<file path="src/rtl/ssf_pkg.sv">
// shared constants and types for the sync serial frame engine
package ssf_pkg;

  // frame data path width and frame format codes
  localparam int unsigned DATA_W       = 16;
  localparam logic [1:0]  FRF_SPI      = 2'h0;
  localparam logic [1:0]  FRF_SYNC     = 2'h1;
  localparam logic [1:0]  FRF_CTRLWORD = 2'h2;

  // control word is always 8 bits: size select holds bits minus one
  localparam logic [3:0]  CTRL_SIZE_SEL = 4'h7;

  // control-word frame toggle numbers of the serial clock
  localparam logic [5:0]  CW_LAST_SHIFT  = 6'h0E;
  localparam logic [5:0]  CW_CTRL_DONE   = 6'h10;
  localparam logic [5:0]  CW_REPLY_FIRST = 6'h13;
  localparam logic [5:0]  CW_OVERHEAD    = 6'h12;

  // half periods after the last toggle before frame select rises, and of the gap after it
  localparam logic [5:0]  TAIL_HALVES_PH0 = 6'h01;
  localparam logic [5:0]  TAIL_HALVES_PH1 = 6'h02;
  localparam logic [5:0]  GAP_HALVES      = 6'h02;

  // pin levels after reset
  localparam logic        RST_FSS  = 1'b1;
  localparam logic        RST_SDO  = 1'b0;
  localparam logic        RST_SCLK = 1'b0;

  // control register zero as one word
  typedef struct packed {
    logic [7:0] serial_rate_factor;
    logic       clock_phase;
    logic       clock_polarity;
    logic [1:0] frame_format_select;
    logic [3:0] data_size_select;
  } ssf_ctrl0_t;

  // serial pad group: value and output enable per pin
  typedef struct packed {
    logic sclk;
    logic sclk_oe;
    logic fss;
    logic fss_oe;
    logic sdo;
    logic sdo_oe;
  } ssf_pins_t;

  typedef enum logic [6:0] {
    S_IDLE  = 7'h01,
    S_LEAD  = 7'h02,
    S_SETUP = 7'h04,
    S_XFER  = 7'h08,
    S_TAIL  = 7'h10,
    S_GAP   = 7'h20,
    S_SLAVE = 7'h40
  } ssf_state_t;

endpackage

</file>
<file path="src/rtl/ssf_frame_engine.sv">
// sync serial frame engine: master and slave frame sequencer
// How it works
// - frames 4..16 bits, msb shifted first
// - high polarity idle: clock high, select high
// - clock pad enabled as master, not slave
// - start: select low, transmit pad enabled
// - first-edge spi: data half period later, clock half after
// - first-edge capture: sample falling, change rising
// - select high one period after last capture
// - first-edge continuous: pulse select between words
// - second-edge: first edge falls, capture rising
// - second-edge continuous: select stays low
// - control word eight bits, no receive
// - control-word idle: clock low, select high
// - load control byte, msb out at select
// - control latched rising, reply latched rising
// - single frame: select up, word to fifo
// - continuous control words follow back to back
// - bit rate is clock/(prescale*(1+rate))
`timescale 1ns/100ps
module ssf_frame_engine import ssf_pkg::*; (
  input  wire logic              mclk_in,
  input  wire logic              rst_in,
  input  wire logic              port_enable_in,
  input  wire logic              slave_mode_in,
  input  wire logic              slave_out_disable_in,
  input  wire logic [7:0]        prescale_divisor_in,
  input  wire ssf_ctrl0_t        control_zero_in,
  input  wire logic              tx_valid_in,
  input  wire logic [DATA_W-1:0] tx_data_in,
  output logic                   tx_pop_out,
  output logic                   rx_valid_out,
  output logic [DATA_W-1:0]      rx_data_out,
  input  wire logic              serial_bit_clock_in,
  input  wire logic              frame_select_in,
  input  wire logic              serial_in,
  output ssf_pins_t              pins_out,
  output logic                   busy_out
);

  ssf_state_t        st_r;
  logic [5:0]        tg_r;
  logic [5:0]        k;
  logic [4:0]        scnt_r;
  logic              first_r;
  logic              sclk_r;
  logic              fss_r;
  logic              sdo_r;
  logic              sdo_oe_r;
  logic              sclk_q_r;
  logic              rx_valid_r;
  logic [DATA_W-1:0] rx_data_r;

  logic              is_cw;
  logic              ph1;
  logic              idle_clk;
  logic [5:0]        two_n;
  logic [5:0]        last_tg;
  logic [5:0]        last_cap;
  logic [5:0]        tail_n;
  logic              hp;
  logic              run;
  logic              xfer_hp;
  logic              start_m;
  logic              m_cap;
  logic              m_sh;
  logic              m_show;
  logic              m_end;
  logic              m_cont;
  logic              m_push;
  logic              lead_show;
  logic              s_act;
  logic              s_start;
  logic              s_rise;
  logic              s_fall;
  logic              cap_rise;
  logic              s_cap;
  logic              s_shf;
  logic              s_last;
  logic              ld;
  logic              show_ld;
  logic [3:0]        ld_size;
  logic [DATA_W-1:0] ld_data;
  logic              ld_msb;
  logic              shift;
  logic              capture;
  logic              sh_msb;
  logic              sh_next;
  logic [DATA_W-1:0] rx_word;
  logic [DATA_W-1:0] rx_next;

  // format decode; the sync format is sequenced as plain spi
  assign is_cw    = control_zero_in.frame_format_select == FRF_CTRLWORD;
  assign ph1      = !is_cw && control_zero_in.clock_phase;
  // control-word idles low, spi idles at its polarity
  assign idle_clk = is_cw ? 1'b0 : control_zero_in.clock_polarity;

  // toggle counts: two per data bit, plus control and wait state
  assign two_n    = {6'(control_zero_in.data_size_select) + 6'h01}
                    << 1;
  assign last_tg  = is_cw ? two_n + CW_OVERHEAD : two_n;
  assign last_cap = is_cw ? last_tg - 6'h01 :
                    ph1   ? two_n : two_n - 6'h01;
  assign tail_n   = ph1 ? TAIL_HALVES_PH1 : TAIL_HALVES_PH0;
  assign k        = tg_r + 6'h01;

  // half-period ticks only while a master frame is in flight
  assign run = (st_r != S_IDLE) && (st_r != S_SLAVE);

  ssf_clk_div u_div (
    .mclk_in       (mclk_in),
    .rst_in        (rst_in),
    .run_in        (run),
    .prescale_in   (prescale_divisor_in),
    .rate_in       (control_zero_in.serial_rate_factor),
    .half_tick_out (hp)
  );

  // master start needs the port on and a queued word
  assign start_m = (st_r == S_IDLE) && port_enable_in &&
                   !slave_mode_in && tx_valid_in;
  assign xfer_hp = (st_r == S_XFER) && hp;

  // capture edges: odd toggles for first-edge, even for second
  always_comb begin
    if (is_cw) begin
      m_cap = xfer_hp && k[0] && (k >= CW_REPLY_FIRST);
      m_sh  = xfer_hp && !k[0] && (k <= CW_LAST_SHIFT);
    end else if (ph1) begin
      m_cap = xfer_hp && !k[0];
      m_sh  = xfer_hp && k[0] && (k != 6'h01);
    end else begin
      m_cap = xfer_hp && k[0];
      m_sh  = xfer_hp && !k[0] && (k != last_tg);
    end
  end

  // second-edge mode drives its first bit on the first toggle
  assign m_show    = xfer_hp && ph1 && (k == 6'h01);
  assign lead_show = (st_r == S_LEAD) && hp && !ph1;
  assign m_end     = xfer_hp && (k == last_tg);
  // back-to-back words only where select may stay low
  assign m_cont    = m_end && (is_cw || ph1) && port_enable_in &&
                     tx_valid_in;
  // control-word reply moves out on the falling edge after it
  assign m_push    = is_cw ? m_end
                           : (m_cap && (k == last_cap));

  // slave side: pins are synchronous, edges seen against last level
  assign s_rise   = serial_bit_clock_in && !sclk_q_r;
  assign s_fall   = !serial_bit_clock_in && sclk_q_r;
  assign cap_rise = is_cw || !(control_zero_in.clock_polarity ^
                               control_zero_in.clock_phase);
  assign s_act    = (st_r == S_SLAVE) && !frame_select_in;
  assign s_start  = (st_r == S_IDLE) && port_enable_in &&
                    slave_mode_in && !frame_select_in;
  assign s_cap    = s_act && (cap_rise ? s_rise : s_fall);
  assign s_shf    = s_act && (cap_rise ? s_fall : s_rise);
  assign s_last   = s_cap &&
                    (scnt_r == 5'(control_zero_in.data_size_select));

  // word loads; an empty queue as slave sends zeros
  assign ld      = start_m || m_cont || s_start || s_last;
  assign ld_size = is_cw ? CTRL_SIZE_SEL
                         : control_zero_in.data_size_select;
  assign ld_data = tx_valid_in ? tx_data_in : 16'h0000;
  assign ld_msb  = ld_data[ld_size];
  assign show_ld = s_start || s_last ||
                   (is_cw && (start_m || m_cont));
  assign tx_pop_out = ld && tx_valid_in;

  assign shift   = m_sh || (s_shf && !first_r);
  assign capture = m_cap || s_cap;

  ssf_shifter u_sh (
    .mclk_in     (mclk_in),
    .rst_in      (rst_in),
    .load_in     (ld),
    .size_in     (ld_size),
    .data_in     (ld_data),
    .shift_in    (shift),
    .capture_in  (capture),
    .bit_in      (serial_in),
    .msb_out     (sh_msb),
    .next_out    (sh_next),
    .rx_word_out (rx_word),
    .rx_next_out (rx_next)
  );

  // sequencer; dropping the enable abandons any frame at once
  always_ff @(posedge mclk_in or posedge rst_in) begin
    if (rst_in) begin
      st_r <= S_IDLE;
    end else if (!port_enable_in) begin
      st_r <= S_IDLE;
    end else begin
      unique case (st_r)
        S_IDLE: begin
          if (start_m) begin
            st_r <= (is_cw || ph1) ? S_XFER : S_LEAD;
          end else if (s_start) begin
            st_r <= S_SLAVE;
          end
        end
        S_LEAD: begin
          if (hp) begin
            st_r <= S_XFER;
          end
        end
        S_SETUP: begin
          if (hp) begin
            st_r <= S_XFER;
          end
        end
        S_XFER: begin
          if (m_end && !m_cont) begin
            st_r <= S_TAIL;
          end
        end
        S_TAIL: begin
          if (hp && (k == tail_n)) begin
            st_r <= S_GAP;
          end
        end
        S_GAP: begin
          if (hp && (k == GAP_HALVES)) begin
            st_r <= S_IDLE;
          end
        end
        S_SLAVE: begin
          if (frame_select_in) begin
            st_r <= S_IDLE;
          end
        end
      endcase
    end
  end

  // half-period counter, reused as toggle count and tail timer
  always_ff @(posedge mclk_in or posedge rst_in) begin
    if (rst_in) begin
      tg_r <= 6'h00;
    end else if (!run || m_end) begin
      tg_r <= 6'h00;
    end else if ((st_r == S_TAIL) && hp && (k == tail_n)) begin
      tg_r <= 6'h00;
    end else if (hp && (st_r != S_LEAD) && (st_r != S_SETUP)) begin
      tg_r <= k;
    end
  end

  // serial clock: idle level outside the transfer, toggles inside
  always_ff @(posedge mclk_in or posedge rst_in) begin
    if (rst_in) begin
      sclk_r <= RST_SCLK;
    end else if (st_r != S_XFER) begin
      sclk_r <= idle_clk;
    end else if (xfer_hp) begin
      sclk_r <= !sclk_r;
    end
  end

  // frame select low from start until the tail has run out
  always_ff @(posedge mclk_in or posedge rst_in) begin
    if (rst_in) begin
      fss_r <= RST_FSS;
    end else if (start_m) begin
      fss_r <= 1'b0;
    end else if ((st_r == S_TAIL) && hp && (k == tail_n)) begin
      fss_r <= 1'b1;
    end else if ((st_r == S_IDLE) || (st_r == S_SLAVE)) begin
      fss_r <= 1'b1;
    end
  end

  // transmit line: msb at load, end of lead or first toggle, next bit on change edges
  always_ff @(posedge mclk_in or posedge rst_in) begin
    if (rst_in) begin
      sdo_r <= RST_SDO;
    end else if (show_ld) begin
      sdo_r <= ld_msb;
    end else if (lead_show || m_show) begin
      sdo_r <= sh_msb;
    end else if (shift) begin
      sdo_r <= sh_next;
    end else if (xfer_hp && is_cw && (k == CW_CTRL_DONE)) begin
      sdo_r <= 1'b0;
    end else if (st_r == S_IDLE) begin
      sdo_r <= 1'b0;
    end
  end

  // transmit pad: master from start until back in idle, through tail and gap, slave per select
  always_ff @(posedge mclk_in or posedge rst_in) begin
    if (rst_in) begin
      sdo_oe_r <= 1'b0;
    end else if (start_m) begin
      sdo_oe_r <= 1'b1;
    end else if (st_r == S_SLAVE) begin
      sdo_oe_r <= !frame_select_in && !slave_out_disable_in;
    end else if (st_r == S_IDLE) begin
      sdo_oe_r <= s_start && !slave_out_disable_in;
    end
  end

  // slave bookkeeping: last clock level, bit count, first-edge skip
  always_ff @(posedge mclk_in or posedge rst_in) begin
    if (rst_in) begin
      sclk_q_r <= 1'b0;
    end else begin
      sclk_q_r <= serial_bit_clock_in;
    end
  end

  // a change edge that comes before any capture after a load keeps the msb on the line
  always_ff @(posedge mclk_in or posedge rst_in) begin
    if (rst_in) begin
      first_r <= 1'b0;
      scnt_r  <= 5'h00;
    end else if (s_start || s_last) begin
      first_r <= 1'b1;
      scnt_r  <= 5'h00;
    end else begin
      if (s_cap || s_shf) begin
        first_r <= 1'b0;
      end
      if (s_cap) begin
        scnt_r <= scnt_r + 5'h01;
      end
    end
  end

  // received word: one-cycle valid, no back-pressure possible here
  always_ff @(posedge mclk_in or posedge rst_in) begin
    if (rst_in) begin
      rx_valid_r <= 1'b0;
      rx_data_r  <= 16'h0000;
    end else begin
      rx_valid_r <= m_push || s_last;
      if (m_push || s_last) begin
        rx_data_r <= capture ? rx_next : rx_word;
      end
    end
  end

  // pads: clock and select are inputs when the port is a slave
  always_comb begin
    pins_out.sclk    = sclk_r;
    pins_out.sclk_oe = !slave_mode_in;
    pins_out.fss     = fss_r;
    pins_out.fss_oe  = !slave_mode_in;
    pins_out.sdo     = sdo_r;
    pins_out.sdo_oe  = sdo_oe_r;
  end

  assign rx_valid_out = rx_valid_r;
  assign rx_data_out  = rx_data_r;
  assign busy_out     = st_r != S_IDLE;

endmodule

</file>
<file path="src/rtl/ssf_clk_div.sv">
// half-period tick generator for the serial bit clock
`timescale 1ns/100ps
module ssf_clk_div import ssf_pkg::*; (
  input  wire logic       mclk_in,
  input  wire logic       rst_in,
  input  wire logic       run_in,
  input  wire logic [7:0] prescale_in,
  input  wire logic [7:0] rate_in,
  output logic            half_tick_out
);

  logic [15:0] half_len;
  logic [15:0] cnt_r;
  logic [15:0] cnt_nxt;

  // half period is prescale/2 * (1 + rate); prescale is even
  assign half_len = 16'(prescale_in[7:1]) * (16'(rate_in) + 16'h0001);
  assign cnt_nxt  = cnt_r + 16'h0001;
  // a zero divisor would stall, so treat it as the shortest half
  assign half_tick_out = run_in & (cnt_nxt >= half_len);

  // restart from zero whenever the sequencer is not running
  always_ff @(posedge mclk_in or posedge rst_in) begin
    if (rst_in) begin
      cnt_r <= 16'h0000;
    end else if (!run_in || half_tick_out) begin
      cnt_r <= 16'h0000;
    end else begin
      cnt_r <= cnt_nxt;
    end
  end

endmodule

</file>
<file path="src/rtl/ssf_shifter.sv">
// transmit and receive shift registers with variable word size
`timescale 1ns/100ps
module ssf_shifter import ssf_pkg::*; (
  input  wire logic              mclk_in,
  input  wire logic              rst_in,
  input  wire logic              load_in,
  input  wire logic [3:0]        size_in,
  input  wire logic [DATA_W-1:0] data_in,
  input  wire logic              shift_in,
  input  wire logic              capture_in,
  input  wire logic              bit_in,
  output logic                   msb_out,
  output logic                   next_out,
  output logic [DATA_W-1:0]      rx_word_out,
  output logic [DATA_W-1:0]      rx_next_out
);

  logic [DATA_W-1:0] tx_sh_r;
  logic [DATA_W-1:0] rx_sh_r;
  logic [3:0]        size_r;

  // top bit sits at the programmed size, msb first on the line
  assign msb_out     = tx_sh_r[size_r];
  assign next_out    = tx_sh_r[size_r - 4'h1];
  assign rx_word_out = rx_sh_r;
  assign rx_next_out = {rx_sh_r[DATA_W-2:0], bit_in};

  // transmit side
  always_ff @(posedge mclk_in or posedge rst_in) begin
    if (rst_in) begin
      tx_sh_r <= 16'h0000;
      size_r  <= 4'hF;
    end else if (load_in) begin
      tx_sh_r <= data_in;
      size_r  <= size_in;
    end else if (shift_in) begin
      tx_sh_r <= {tx_sh_r[DATA_W-2:0], 1'b0};
    end
  end

  // receive side; cleared on load so unused upper bits read zero
  always_ff @(posedge mclk_in or posedge rst_in) begin
    if (rst_in) begin
      rx_sh_r <= 16'h0000;
    end else if (load_in) begin
      rx_sh_r <= 16'h0000;
    end else if (capture_in) begin
      rx_sh_r <= rx_next_out;
    end
  end

endmodule

</file>
<file path="config.mk">
export PLATFORM = sky130hd
export DESIGN_NAME = ssf_frame_engine
export DESIGN_NICKNAME = d
export VERILOG_FILES = /design/src/rtl/ssf_pkg.sv /design/src/rtl/ssf_frame_engine.sv /design/src/rtl/ssf_clk_div.sv /design/src/rtl/ssf_shifter.sv
export SDC_FILE = /design/constraint.sdc
export NUM_CORES = 1
export LEC_CHECK = 0
export BUFFER_PORTS_ARGS = -buffer_cell sky130_fd_sc_hd__buf_2
export CAP_MARGIN = 15
export CORE_ASPECT_RATIO = 2
export CORE_MARGIN = 2
export CORE_UTILIZATION = 35
export DETAILED_ROUTE_END_ITERATION = 8
export PLACE_DENSITY_LB_ADDON = 0.08
export SYNTH_ARGS = -nofsm -noshare
export SYNTH_HDL_FRONTEND = slang
export SYNTH_SLANG_ARGS = --single-unit
</file>
<file path="constraint.sdc">
create_clock -name mclk_in -period 17.1 [get_ports mclk_in]
set_input_delay 5.13 -clock mclk_in [delete_from_list [all_inputs] [get_ports mclk_in]]
set_output_delay 5.13 -clock mclk_in [all_outputs]
set_load 0.1 [all_outputs]
</file>
== Word-level counts from Yosys, hierarchy flattened ==
Cells that the tools add are included.
Storage, ports and cells
  input port bits: 49
  flip-flop bits (word level): 93
  logic and storage cells: 197
  output and inout port bits: 25
Operators by class
  reductions and logical operators: 81
  multiply operators: 1
  bitwise logic cells: 2
  $add $sub $neg: 9
  muxes and demuxes: 55
  magnitude comparators: 6
  equal/unequal tests: 28
Operators by type and width (count)
  $mux W16: 6
  $mux W7: 8
  $logic_and A1 B1 Y1: 43
  $pmux W7 S6: 1
  $mux W6: 6
  $mux W1: 26
  $add A16 B1 Y16 const B: 1
  $ge A16 B16 Y1: 1
  $mul A7 B16 Y16: 1
  $logic_or A1 B1 Y1: 15
  $lt A4 B5 Y1 const B: 3
  $logic_not A1 Y1: 13
  $bmux W1 S4: 3
  $eq A6 B6 Y1: 2
  $sub A6 B1 Y6 const B: 2
  $mux W5: 2
  $add A8 B1 Y9 const B: 1
  $ne A3 B3 Y1 const B: 3
  $reduce_bool A3 Y1: 3
  $mux W4: 2
  $reduce_bool A2 Y1: 4
  $eq A7 B1 Y1 const B: 1
  $eq A7 B2 Y1 const B: 1
  $eq A7 B3 Y1 const B: 1
  32 further kinds: 33

== Logic depth before layout (Yosys ltp) ==
Gate-level depths: netlist of the first run.
  depth in word-level cells: 14
  gate-level depth with buffers: 33
  gate-level depth less buffers: 31

== Modules after synthesis ==
From an unflattened synthesis of the first run, not the netlist that was laid out.
Second synthesis, totals
  cells, all modules: 910
  area total of the unflattened synthesis: 8702.1 µm²
By module, submodules not included
  ssf_frame_engine: cells each 367, instances 1, sequential area each 1003.5 µm², area an instance 3394.5 µm²
  ssf_clk_div: cells each 377, instances 1, sequential area each 400.4 µm², area an instance 3372.0 µm²
  ssf_shifter: cells each 166, instances 1, sequential area each 905.9 µm², area an instance 1935.6 µm²

== Worst setup path before layout of the first run ==
Ideal clock, no wire load.
  kind: input -> output
  start point: input control_zero_in[8] (netlist name)
  end point: output tx_pop_out
  buffers on the path: 1
  path slack: 0.128 ns
  arrival time: 11.842 ns
  data required time: 11.970 ns
  cell stages on the path: 30
  path through: ha_1 -> nand3_1 -> xor2_1 -> nor2b_1 -> fa_1 -> inv_1 -> fa_1 -> inv_1 -> fa_1 -> inv_1 -> fa_1 -> inv_1 -> ha_1 -> inv_1 -> a21oi_1 -> o21ai_0 -> a21boi_0 -> o21ai_0 -> a21oi_1 -> o41ai_1 -> xor2_1 -> ha_1 -> nand4_1 -> a21o_1 -> a21o_1 -> nor3_1 -> nand2_2 -> o311ai_4 -> buf_6 -> and2_1
Between the ends
  cells in the longest elaborated chain, start to end: 13
Ends and longest elaborated chain
  from (decl): RTL line ssf_frame_engine.sv:28  | input wire ssf_ctrl0_t control_zero_in,
  $add A8 B1 Y9: RTL line ssf_clk_div.sv:17  | assign half_len = 16'(prescale_in[7:1]) * (16'(rate_in) + 16'h0001);
  $mul A7 B16 Y16: RTL line ssf_clk_div.sv:17
  $ge A16 B16 Y1: RTL line ssf_clk_div.sv:20  | assign half_tick_out = run_in & (cnt_nxt >= half_len);
  $and A1 B1 Y1: RTL line ssf_clk_div.sv:20
  $logic_and A1 B1 Y1: RTL line ssf_frame_engine.sv:122  | assign xfer_hp = (st_r == S_XFER) && hp;
  $logic_and A1 B1 Y1: RTL line ssf_frame_engine.sv:141  | assign m_end = xfer_hp && (k == last_tg);
  $logic_and A1 B1 Y1 (3 in a row): RTL line ssf_frame_engine.sv:143  | assign m_cont = m_end && (is_cw || ph1) && port_enable_in &&
  $logic_or A1 B1 Y1 (3 in a row): RTL line ssf_frame_engine.sv:163  | assign ld = start_m || m_cont || s_start || s_last;
  $logic_and A1 B1 Y1: RTL line ssf_frame_engine.sv:170  | assign tx_pop_out = ld && tx_valid_in;
  to (decl): RTL line ssf_frame_engine.sv:31  | output logic tx_pop_out,
No other way between the ends.

== Worst setup path after layout of the first run ==
  start point: input control_zero_in[9] (netlist name)
  end point: output tx_pop_out
The elaborated chain is that of the path after synthesis.

==> results.json, run 1 <==
{
  "mostFrequentLayoutCells": "nor2_1 (86), dfrtp_1 (86), buf_2 (71), ha_1 (61), inv_1 (58)",
  "slowest_stage": "fa_1",
  "yosysTopAreaCell": "dfrtp_1",
  "synth_compound_area_share_pct": 12.26,
  "synth_top_area_share_pct": 26.25,
  "synth_cells": 891,
  "diodes": 0,
  "h-tree-depth": 3,
  "vias": 6599,
  "maxSlewViolCount": 0,
  "finalSetupTns_ns": 0,
  "synth_xor_area_share_pct": 8.165,
  "initial_core_util_pct": 35.44,
  "tightest_slew_ns": 0.8715,
  "place_ws_ns": -0.1968,
  "rr_endpoint": "u_sh.tx_sh_r[8]$_DFFE_PP0P_",
  "final.period_utilization_pct": 97.85,
  "syn_area_mm2": 0.008198,
  "synth_adder_area_share_pct": 17.77,
  "worst-path-max-fanout": 6,
  "yosys_warnings": 0,
  "dr_wl_met2_um": 13900,
  "cts_max_path_buffers": 2,
  "met3WireLength_um": 587,
  "rsz0062_at_grt": "no",
  "p_leak_nw": 4.429,
  "outcome": "complete, no violations",
  "required_ns": 11.97,
  "dpl.hpwl_um": 18220,
  "holdWs_ns": 0.4748,
  "fill_cells": 2390,
  "die_area_mm2": 0.02474,
  "muxShareOfSynthArea_pct": 7.860,
  "async_flop_share_pct": 100.0,
  "period_needed_ns": 16.73,
  "area_delta_synth_final_pct": 14.44,
  "drive_above_1_share_pct": 18.46,
  "synth_edf_count": 0,
  "startpoint_type": "primary input",
  "grt_pass1_vias": 6960,
  "multiInputGateArea_mm2": 0.005497,
  "ir_worst_vdd_mv": 0.08739,
  "boundaryPins": 74,
  "drt-pass1-iter-count": 4,
  "globalplace.congestion": 0.8229,
  "cp.arrival_ns": 11.60,
  "highest_layer": "met5",
  "synth_top_family_by_area": "simple AND/OR/NAND/NOR gates",
  "port_buffers": 72,
  "core.rowCount": 79,
  "max_cap_violations": 0,
  "critPathMaxStageDelay_ns": 0.55,
  "whs_endpoint": "fss_r$_DFFE_PP1P_",
  "regToRegSetupSlack_ns": 12.89,
  "hp-class": "flop to flop",
  "min_path_cells": 2,
  "grt_pass1_wl_um": 36310,
  "synth_nets": 1036,
  "drtIter0Drc": 214,
  "r2r-start": "tg_r[0]$_DFFE_PP0P_",
  "finalSetupViolCount": 0,
  "synth_ff_type": "dfrtp_1",
  "p_per_area_mw_per_mm2": 118.6,
  "cts.clk_slew.worst_paths_ns": 0.07,
  "ys_seq_area_share_pct": 28.17,
  "clock-skew-final_ns": 0.006774,
  "cts_tree": "yes",
  "max_freq_mhz": 59.77,
  "die_x_um": 112.2,
  "synthSimpleGateAreaFrac_pct": 20.05,
  "routed_wl_um": 22480,
  "cts_buffers": 9,
  "routedWlPerCell_um": 17.87,
  "insertion_delay_ns": 0.36,
  "timing.final.hold_violations": 0,
  "slew_headroom_pct": 41.38,
  "track_usage_pct": 18.86,
  "postSynthAreaPerCell_um2": 9.201,
  "fin_nets": 1115,
  "regArea_mm2": 0.002310,
  "vias_per_cell": 5.246,
  "die_h_um": 220.4,
  "core_mm2": 0.02313,
  "path_class": "primary input to output pin",
  "synth_area_leaders": "dfrtp_1 (26%), ha_1 (9.5%), fa_1 (8.3%)",
  "setup_ws_ns": 0.3683,
  "hp-start": "fss_r$_DFFE_PP1P_",
  "grt_max_degree": 57,
  "drc": 0,
  "cp_num_buf_inv": 8,
  "crit_family": "adder cells",
  "clock-root-buffer": "clkbuf_16",
  "cts.sinks": 92,
  "wl_met1_um": 7179,
  "synth.distinct_cells": 70,
  "worstRegToRegCells": 12,
  "postRouteAntennaNets": 0,
  "antenna_found_initial": 2,
  "synth-seq-cells": 92,
  "fin_util_pct": 40.56,
  "globalRouteOverflowTotal": 0,
  "cp-end-kind": "output pin"
}
[worst register-to-register path: stages (launching register included)]
cell      delay (ns)
dfrtp_1         0.68
ha_1            0.37
and3_2          0.27
xnor3_2         0.42
xor2_1          0.17
or4_1           0.45
nor3_2          0.41
nand2_2         0.13
o311ai_4        0.25
buf_4           0.19
buf_4           0.49
nand3_1         0.20
o21ai_0         0.10
[per-stage QoR]
step | area [µm²] | cells | power, W
2_1_floorplan | 8198 | 891 | 0.0007507
3_3_place_gp | 8979 | 1241 | 0.0008979
3_5_place_dp | 8979 | 1241 | 0.0008996
4_1_cts | 9324 | 1257 | 0.001128
5_1_grt | 9382 | 1258 | 0.001205
6_report | 9382 | 1258 | 0.001113
[how the worst max path moves through the flow]
stage                             from         end  cells after the start
global route        control_zero_in[9]  tx_pop_out                     33
CTS                 control_zero_in[8]  tx_pop_out                     33
global placement    control_zero_in[8]  tx_pop_out                     31
detailed placement  control_zero_in[8]  tx_pop_out                     31
finish              control_zero_in[9]  tx_pop_out                     30
floorplan           control_zero_in[8]  tx_pop_out                     30
[power by group]
| part | leakage, nW | switching [W] | internal (W) |
|---|---|---|---|
| logic | 3.04 | 0.000356 | 0.000228 |
| registers | 1.23 | 0.0000464 | 0.000262 |
| clock network | 0.151 | 0.0000905 | 0.000129 |
[synthesized netlist by cell type, drive strengths merged (4+ instances only)]
library cell	n
a21boi	4
a21o	11
a21oi	48
a31oi	9
and2	32
and3	10
buf	27
clkbuf	17
dfrtp	86
dfstp	6
fa	34
ha	62
inv	60
mux2i	34
mux4	12
nand2	52
nand2b	11
nand3	39
nand4	12
nor2	89
nor2b	46
nor3	12
o211ai	5
o21ai	41
o21bai	4
o22ai	4
o311ai	4
o31ai	4
or3	4
xnor2	38
xor2	31
[cell type report]
| class | instances | share of cell area (%) |
|---|---|---|
| multi-input combinational | 695 | 58.59 |
| timing repair buffer | 112 | 7.202 |
| inverter | 60 | 2.427 |
| sequential | 92 | 24.62 |
| clock inverter | 5 | 0.9069 |
| tap | 283 | 3.774 |
| clock buffer | 11 | 2.481 |
[repair_timing]
item,CTS,global route
buffers inserted,0,1
setup endpoints to repair,1,1
hold buffers,0,0
resized for setup,5,10
pin swaps,0,4
[layer usage]
layer	up-vias	GRT usage, %
li1	3223	-
met1	3205	16.87
met2	125	40.64
met3	44	2.410
met4	2	7.602
met5	-	0
[state kept, by name, summed over array words and instances (netlist names), 4 cells and up]
name              cells
scnt_r                5
u_sh.tx_sh_r         16
u_sh.rx_word_out     16
st_r                  6
rx_data_out          16
u_sh.size_r           4
u_div.cnt_r          16
tg_r                  6
[cells by family after synthesis]
family	count (synthesis)
AO/OA/AOI/OAI	156
adder cells (fa/ha/maj)	96
AND/OR/NAND/NOR	323
multiplexers	49
flip-flops	92
XOR/XNOR	71
buffers and inverters	104
Power figures use the tool's default switching activity.
==> run 2: changes to the inputs <==
--- a/config.mk
+++ b/config.mk
@@ -12,6 +12,7 @@
 export CORE_UTILIZATION = 35
 export DETAILED_ROUTE_END_ITERATION = 8
 export PLACE_DENSITY_LB_ADDON = 0.08
+export REMOVE_ABC_BUFFERS = 1
 export SYNTH_ARGS = -nofsm -noshare
 export SYNTH_HDL_FRONTEND = slang
 export SYNTH_SLANG_ARGS = --single-unit
==> run 2 against run 1 <==
  * Non-clock buffer count fell by 18
  * Clock skew hardly changed
  * Clock power down 12%
  * Power down 3.4%
  * Register-to-register slack worse by 0.07 ns
  * Global-route usage shrank 0.55 points
  * Wire length is 4.6% lower
  * Combinational power shrank 2%
  * Sequential cell count unchanged
  * Via count is 1.6% lower
  * Critical endpoint unchanged
  * Largest power group unchanged
==> results.json, run 2 (synthesis results as in run 1) <==
{
  "routed_wl_um": 21440,
  "cp.arrival_ns": 11.57,
  "ir_worst_vdd_mv": 0.07664,
  "dpl.hpwl_um": 17270,
  "max_freq_mhz": 59.90,
  "worst-path-max-fanout": 6,
  "fill_cells": 2419,
  "cts_tree": "yes",
  "vias": 6494,
  "area_delta_synth_final_pct": 11.71,
  "finalSetupViolCount": 0,
  "period_needed_ns": 16.70,
  "regArea_mm2": 0.002310,
  "die_h_um": 220.4,
  "antenna_found_initial": 0,
  "place_inst": 1224,
  "stdcell_count": 1240,
  "hp-class": "flop to flop",
  "r2r-start": "u_div.cnt_r[2]$_DFF_PP0_",
  "drt-pass1-iter-count": 4,
  "diodes": 0,
  "postRouteAntennaNets": 0,
  "die_area_mm2": 0.02474,
  "globalRouteOverflowTotal": 0,
  "drtIter0Drc": 237,
  "hp-start": "fss_r$_DFFE_PP1P_",
  "cts.clk_slew.worst_paths_ns": 0.07,
  "maxSlewViolCount": 0,
  "regToRegSetupSlack_ns": 12.82,
  "initial_core_util_pct": 35.44,
  "drc": 0,
  "cts_max_path_buffers": 2,
  "mostFrequentLayoutCells": "nor2_1 (87), dfrtp_1 (86), buf_2 (71), ha_1 (62), inv_1 (58)",
  "path_class": "primary input to output pin",
  "required_ns": 11.97,
  "grt_max_degree": 79,
  "insertion_delay_ns": 0.36,
  "rsz0062_at_grt": "no",
  "port_buffers": 72,
  "globalplace.congestion": 0.7892,
  "max_cap_violations": 0,
  "p_per_area_mw_per_mm2": 117.3,
  "cts.sinks": 92,
  "die_x_um": 112.2,
  "clock-skew-final_ns": 0.006430,
  "slew_headroom_pct": 32.32,
  "core.rowCount": 79,
  "boundaryPins": 74,
  "final.period_utilization_pct": 97.64,
  "fin_nets": 1097,
  "fin_util_pct": 39.59,
  "tightest_slew_ns": 1.015,
  "grt_pass1_wl_um": 35580,
  "drive_above_1_share_pct": 16.30,
  "outcome": "complete, no violations",
  "cp-end-kind": "output pin",
  "cts_buffers": 9,
  "p_leak_nw": 4.309,
  "track_usage_pct": 18.31,
  "startpoint_type": "primary input",
  "core_mm2": 0.02313,
  "grt_pass1_vias": 7021,
  "worstRegToRegCells": 16,
  "whs_endpoint": "fss_r$_DFFE_PP1P_",
  "clock-root-buffer": "clkbuf_16",
  "min_path_cells": 2,
  "routedWlPerCell_um": 17.29,
  "layout_commonest_cell": "nor2_1",
  "timing.final.hold_violations": 0,
  "vias_per_cell": 5.237,
  "holdWs_ns": 0.4747,
  "multiInputGateArea_mm2": 0.005449,
  "rr_endpoint": "u_sh.tx_sh_r[1]$_DFFE_PP0P_",
  "h-tree-depth": 3
}
## run 2: worst max path at each step
stage / from / to
finish: control_zero_in[8] / tx_pop_out
global route: control_zero_in[8] / tx_pop_out
CTS: control_zero_in[8] / tx_pop_out
detailed placement: control_zero_in[8] / tx_pop_out
global placement: control_zero_in[8] / tx_pop_out
floorplan: control_zero_in[8] / tx_pop_out
## run 2: power breakdown
part	switching [W]	internal (W)	leakage [nW]
Combinational	0.000351	0.000220	2.94
Clock	0.0000933	0.000100	0.134
Sequential	0.0000480	0.000262	1.23
## run 2: per-layer routing
| metal | GRT usage (%) | vias to the layer above | routed length, µm |
|---|---|---|---|
| li1 | - | 3186 | - |
| met4 | 9.228 | 0 | 911 |
| met1 | 16.53 | 3162 | 7196 |
| met2 | 38.51 | 106 | 12840 |
| met5 | 0 | - | 0 |
| met3 | 2.164 | 40 | 485 |
## run 2: repair_timing
item / in CTS / in global routing
resized for setup: 1 / 5
endpoints found under the setup margin: 1 / 1
buffers inserted: 0 / 0
hold buffers: 0 / 0
## run 2: critical path: stages
cell	delay (ns)
buf_2	0.13
ha_1	0.21
buf_4	0.13
xor2_1	0.16
buf_4	0.17
and2_1	0.17
fa_1	0.50
fa_1	0.54
fa_1	0.55
inv_1	0.06
fa_1	0.53
inv_1	0.04
ha_1	0.29
buf_4	0.14
a21oi_1	0.28
o211ai_1	0.21
a31o_2	0.27
a21oi_1	0.17
xnor2_1	0.09
ha_1	0.33
nand4_1	0.12
a21o_1	0.18
a21o_1	0.19
nor3_2	0.18
nand2_2	0.11
o311ai_4	0.26
and2_1	0.22
buf_12	0.19
## run 2: area by class of cell
| cell class | instances | area share, % |
|---|---|---|
| multi-input cells | 695 | 59.50 |
| flip-flops and latches | 92 | 25.22 |
| repair buffers | 94 | 5.902 |
| well taps | 283 | 3.867 |
| clock buffers | 10 | 2.500 |
| inverters | 60 | 2.487 |
| clock inverters | 6 | 0.5192 |
## run 2: per-stage QoR
stage	TNS [ns]	instance area [µm²]	power, W	setup WS [ns]
finish	0	9158	0.001075	0.4043
global route	0	9158	0.001166	0.02101
CTS	0	9134	0.001091	0.05675
detailed placement	0	8851	0.0008883	0.04436
global placement	0	8851	0.0008847	0.009957
floorplan	-0.7897	7954	0.0007353	-0.7897
==> run 3: changes to the inputs <==
--- a/config.mk
+++ b/config.mk
@@ -5,10 +5,10 @@
 export SDC_FILE = /design/constraint.sdc
 export NUM_CORES = 1
 export LEC_CHECK = 0
+export ABC_AREA = 1
 export BUFFER_PORTS_ARGS = -buffer_cell sky130_fd_sc_hd__buf_2
 export CAP_MARGIN = 15
 export CORE_ASPECT_RATIO = 2
-export CORE_MARGIN = 2
 export CORE_UTILIZATION = 35
 export DETAILED_ROUTE_END_ITERATION = 8
 export PLACE_DENSITY_LB_ADDON = 0.08
==> run 3 against run 2 <==
  * The run now ends with design-rule violations left
  * First-iteration DRC count is 27% higher
  * Die area is 1.3% lower
  * Count of clock-buffer cells in the layout is 1 higher
  * Largest cell class unchanged
  * Hold slack better by 0.015 ns
  * Synthesized cell count is 29% higher
  * Non-clock buffer count is 3 lower
  * Utilization is 0.50 points higher
  * Maximum frequency is 0.70% higher
  * Worst setup slack better by 0.12 ns
  * Sequential cell count stayed put
==> results.json, run 3 <==
{
  "outcome": "complete, but fails checks",
  "violations": "design-rule violations",
  "hp-class": "flop to flop",
  "postRouteAntennaNets": 0,
  "grt.met1_usage_pct": 18.51,
  "power.total_w": 0.0009990,
  "cts.sinks": 92,
  "final.period_utilization_pct": 96.96,
  "hp-start": "sdo_oe_r$_DFFE_PP0P_",
  "pwr-share-comb_pct": 48.9,
  "max_cap_violations": 0,
  "grtUsageMet3_pct": 1.843,
  "insertion_delay_ns": 0.36,
  "layout_commonest_cell": "nand2_1",
  "cts_max_path_buffers": 2,
  "path_class": "primary input to output pin",
  "holdWs_ns": 0.4893,
  "fin_nets": 1363,
  "h-tree-depth": 3,
  "track_usage_pct": 20.82,
  "period_needed_ns": 16.58,
  "p_per_area_mw_per_mm2": 106.8,
  "fin_util_pct": 40.09,
  "ys_seq_area_share_pct": 27.77,
  "finalSetupViolCount": 0,
  "drt-pass1-iter-count": 6,
  "rr_endpoint": "rx_data_out[7]$_DFFE_PP0P_",
  "grt_max_degree": 66,
  "startpoint_type": "primary input",
  "die_h_um": 220,
  "synth.most_common_cell": "nand2_1",
  "synth.distinct_cells": 51,
  "drtIter0Drc": 300,
  "cp.arrival_ns": 11.45,
  "synth-seq-cells": 92,
  "slowest_stage": "fa_1",
  "min_path_cells": 1,
  "yosys_warnings": 0,
  "busiest_layer": "met2",
  "synth_edf_count": 0,
  "maxSlewViolCount": 0,
  "required_ns": 11.97,
  "synth_area_leaders": "dfrtp_1 (26%), nand2_1 (13%), ha_1 (9.5%)",
  "slew_headroom_pct": 40.01,
  "vias": 7656,
  "cts.clk_slew.worst_paths_ns": 0.07,
  "antenna_found_initial": 0,
  "globalplace.congestion": 0.8447,
  "vias_per_cell": 5.087,
  "critPathMaxStageDelay_ns": 0.55,
  "async_flop_share_pct": 100.0,
  "port_buffers": 72,
  "mostFrequentLayoutCells": "nand2_1 (280), inv_1 (152), nor2_1 (120), dfrtp_1 (86), nand3_1 (83)",
  "dpl.hpwl_um": 19550,
  "drive_above_1_share_pct": 14.40,
  "synth_ff_type": "dfrtp_1",
  "r2r-start": "u_div.cnt_r[0]$_DFF_PP0_",
  "worst-path-max-fanout": 4,
  "grt_pass1_wl_um": 39290,
  "die_area_mm2": 0.02442,
  "startpoint": "control_zero_in[8]",
  "switchingPower_w": 0.0004502,
  "clock-root-buffer": "clkbuf_16",
  "diodes": 0,
  "grt_pass1_vias": 7988,
  "cts_tree": "yes",
  "globalRouteOverflowTotal": 0,
  "die_x_um": 111,
  "finalSetupTns_ns": 0,
  "core.rowCount": 79,
  "routedWlPerCell_um": 15.88,
  "area_delta_synth_final_pct": 12.44,
  "synth_cells": 1145,
  "cts_buffers": 9,
  "postSynthAreaPerCell_um2": 7.264,
  "yosysTopAreaCell": "dfrtp_1",
  "regToRegSetupSlack_ns": 12.65,
  "grt_use_met2_pct": 44.72,
  "initial_core_util_pct": 35.65,
  "max_freq_mhz": 60.32,
  "clock-skew-final_ns": 0.005888,
  "tightest_slew_ns": 0.8998,
  "p_sw_share_pct": 45.06,
  "routed_wl_um": 23900,
  "p_leak_nw": 5.034,
  "worstRegToRegCells": 23,
  "clkPwrFrac_pct": 20.3,
  "boundaryPins": 74,
  "synth_top_area_share_pct": 25.88,
  "core_mm2": 0.02333,
  "cp-end-kind": "output pin",
  "p_seq_share_pct": 30.7,
  "p_int_w": 0.0005488,
  "timing.final.hold_violations": 0,
  "ir_worst_vdd_mv": 0.06382,
  "crit_top_cell": "nand2_1",
  "syn_area_mm2": 0.008317,
  "drc": 8,
  "whs_endpoint": "sdo_oe_r$_DFFE_PP0P_",
  "synthTopCellsByCount": "nand2_1 (285), inv_1 (153), nor2_1 (122)"
}
run 3: cell count changes in the layout (fill, tap and decap cells not counted), moves of 11 or more:
cell / delta
inv_1: +94
a21oi_1: +20
nor2b_1: -46
xnor2_1: -26
mux2i_1: -32
nand3_1: +46
nand2_1: +229
and2_1: -32
mux4_2: -12
nand4_1: +23
a21o_1: -11
nand2b_1: -11
nor2_1: +33
run 3: area by class of cell:
| type | count | area, µm² |
|---|---|---|
| fill | 2530 | 13980 |
| multi-input combinational | 858 | 5253 |
| sequential | 92 | 2310 |
| inverter | 165 | 624.3 |
| timing repair buffer | 91 | 518.0 |
| tap | 283 | 354.1 |
| clock buffer | 11 | 252.7 |
| clock inverter | 5 | 40.04 |
run 3: worst max path at each step:
| stage | to | cells past startpoint | slack, ns |
|---|---|---|---|
| finish | tx_pop_out | 36 | 0.52 |
| global route | tx_pop_out | 36 | -0.04 |
| CTS | tx_pop_out | 36 | 0.14 |
| detailed placement | tx_pop_out | 36 | 0.17 |
| global placement | tx_pop_out | 36 | 0.14 |
| floorplan | tx_pop_out | 33 | 0.56 |
run 3: power by group through the flow:
stage	sequential (W)	clock, W	combinational, W
floorplan	0.000313	0	0.000352
global placement	0.000310	0	0.000489
detailed placement	0.000310	0	0.000492
CTS	0.000307	0.000211	0.000494
global route	0.000313	0.000216	0.000564
finish	0.000307	0.000203	0.000489
run 3: cells by family (layout without fill, tap and decap cells):
group,after synthesis,after routing,share of synthesized area (%)
adder cells (fa/ha/maj),97,97,17.66
multiplexers,2,2,0.2407
buffers and inverters,195,272,9.628
flip-flops,92,92,27.77
XOR/XNOR,35,35,3.686
AO/OA/AOI/OAI,144,144,9.463
AND/OR/NAND/NOR,580,580,31.55
run 3: layer usage:
metal  share of wire [%]  wire, µm
met5                   0         0
met4                 4.3      1016
met2                  60     14300
met1                  34      8146
met3                 1.8       433
run 3: timing repair:
action,CTS,global route
hold buffers,0,0
endpoints found under the setup margin,0,1
setup buffers,0,1
resized for setup,0,15
run 3: through the flow:
step                      setup slack (ns)  cell area [µm²]  instances
after floorplan                     0.5637             8138       1115
after global placement              0.1374             9005       1488
after detailed placement            0.1733             9005       1488
after CTS                           0.1377             9298       1504
after global routing              -0.04186             9351       1505
final                               0.5205             9351       1505
run 3: critical path, delay by kind of cell:
kind	cells	cell delay (ns)
AO/OA/AOI/OAI	8	1.17
XOR/XNOR	1	0.10
adder cells (fa/ha/maj)	6	2.65
buffers and inverters	6	0.57
AND/OR/NAND/NOR	15	1.79
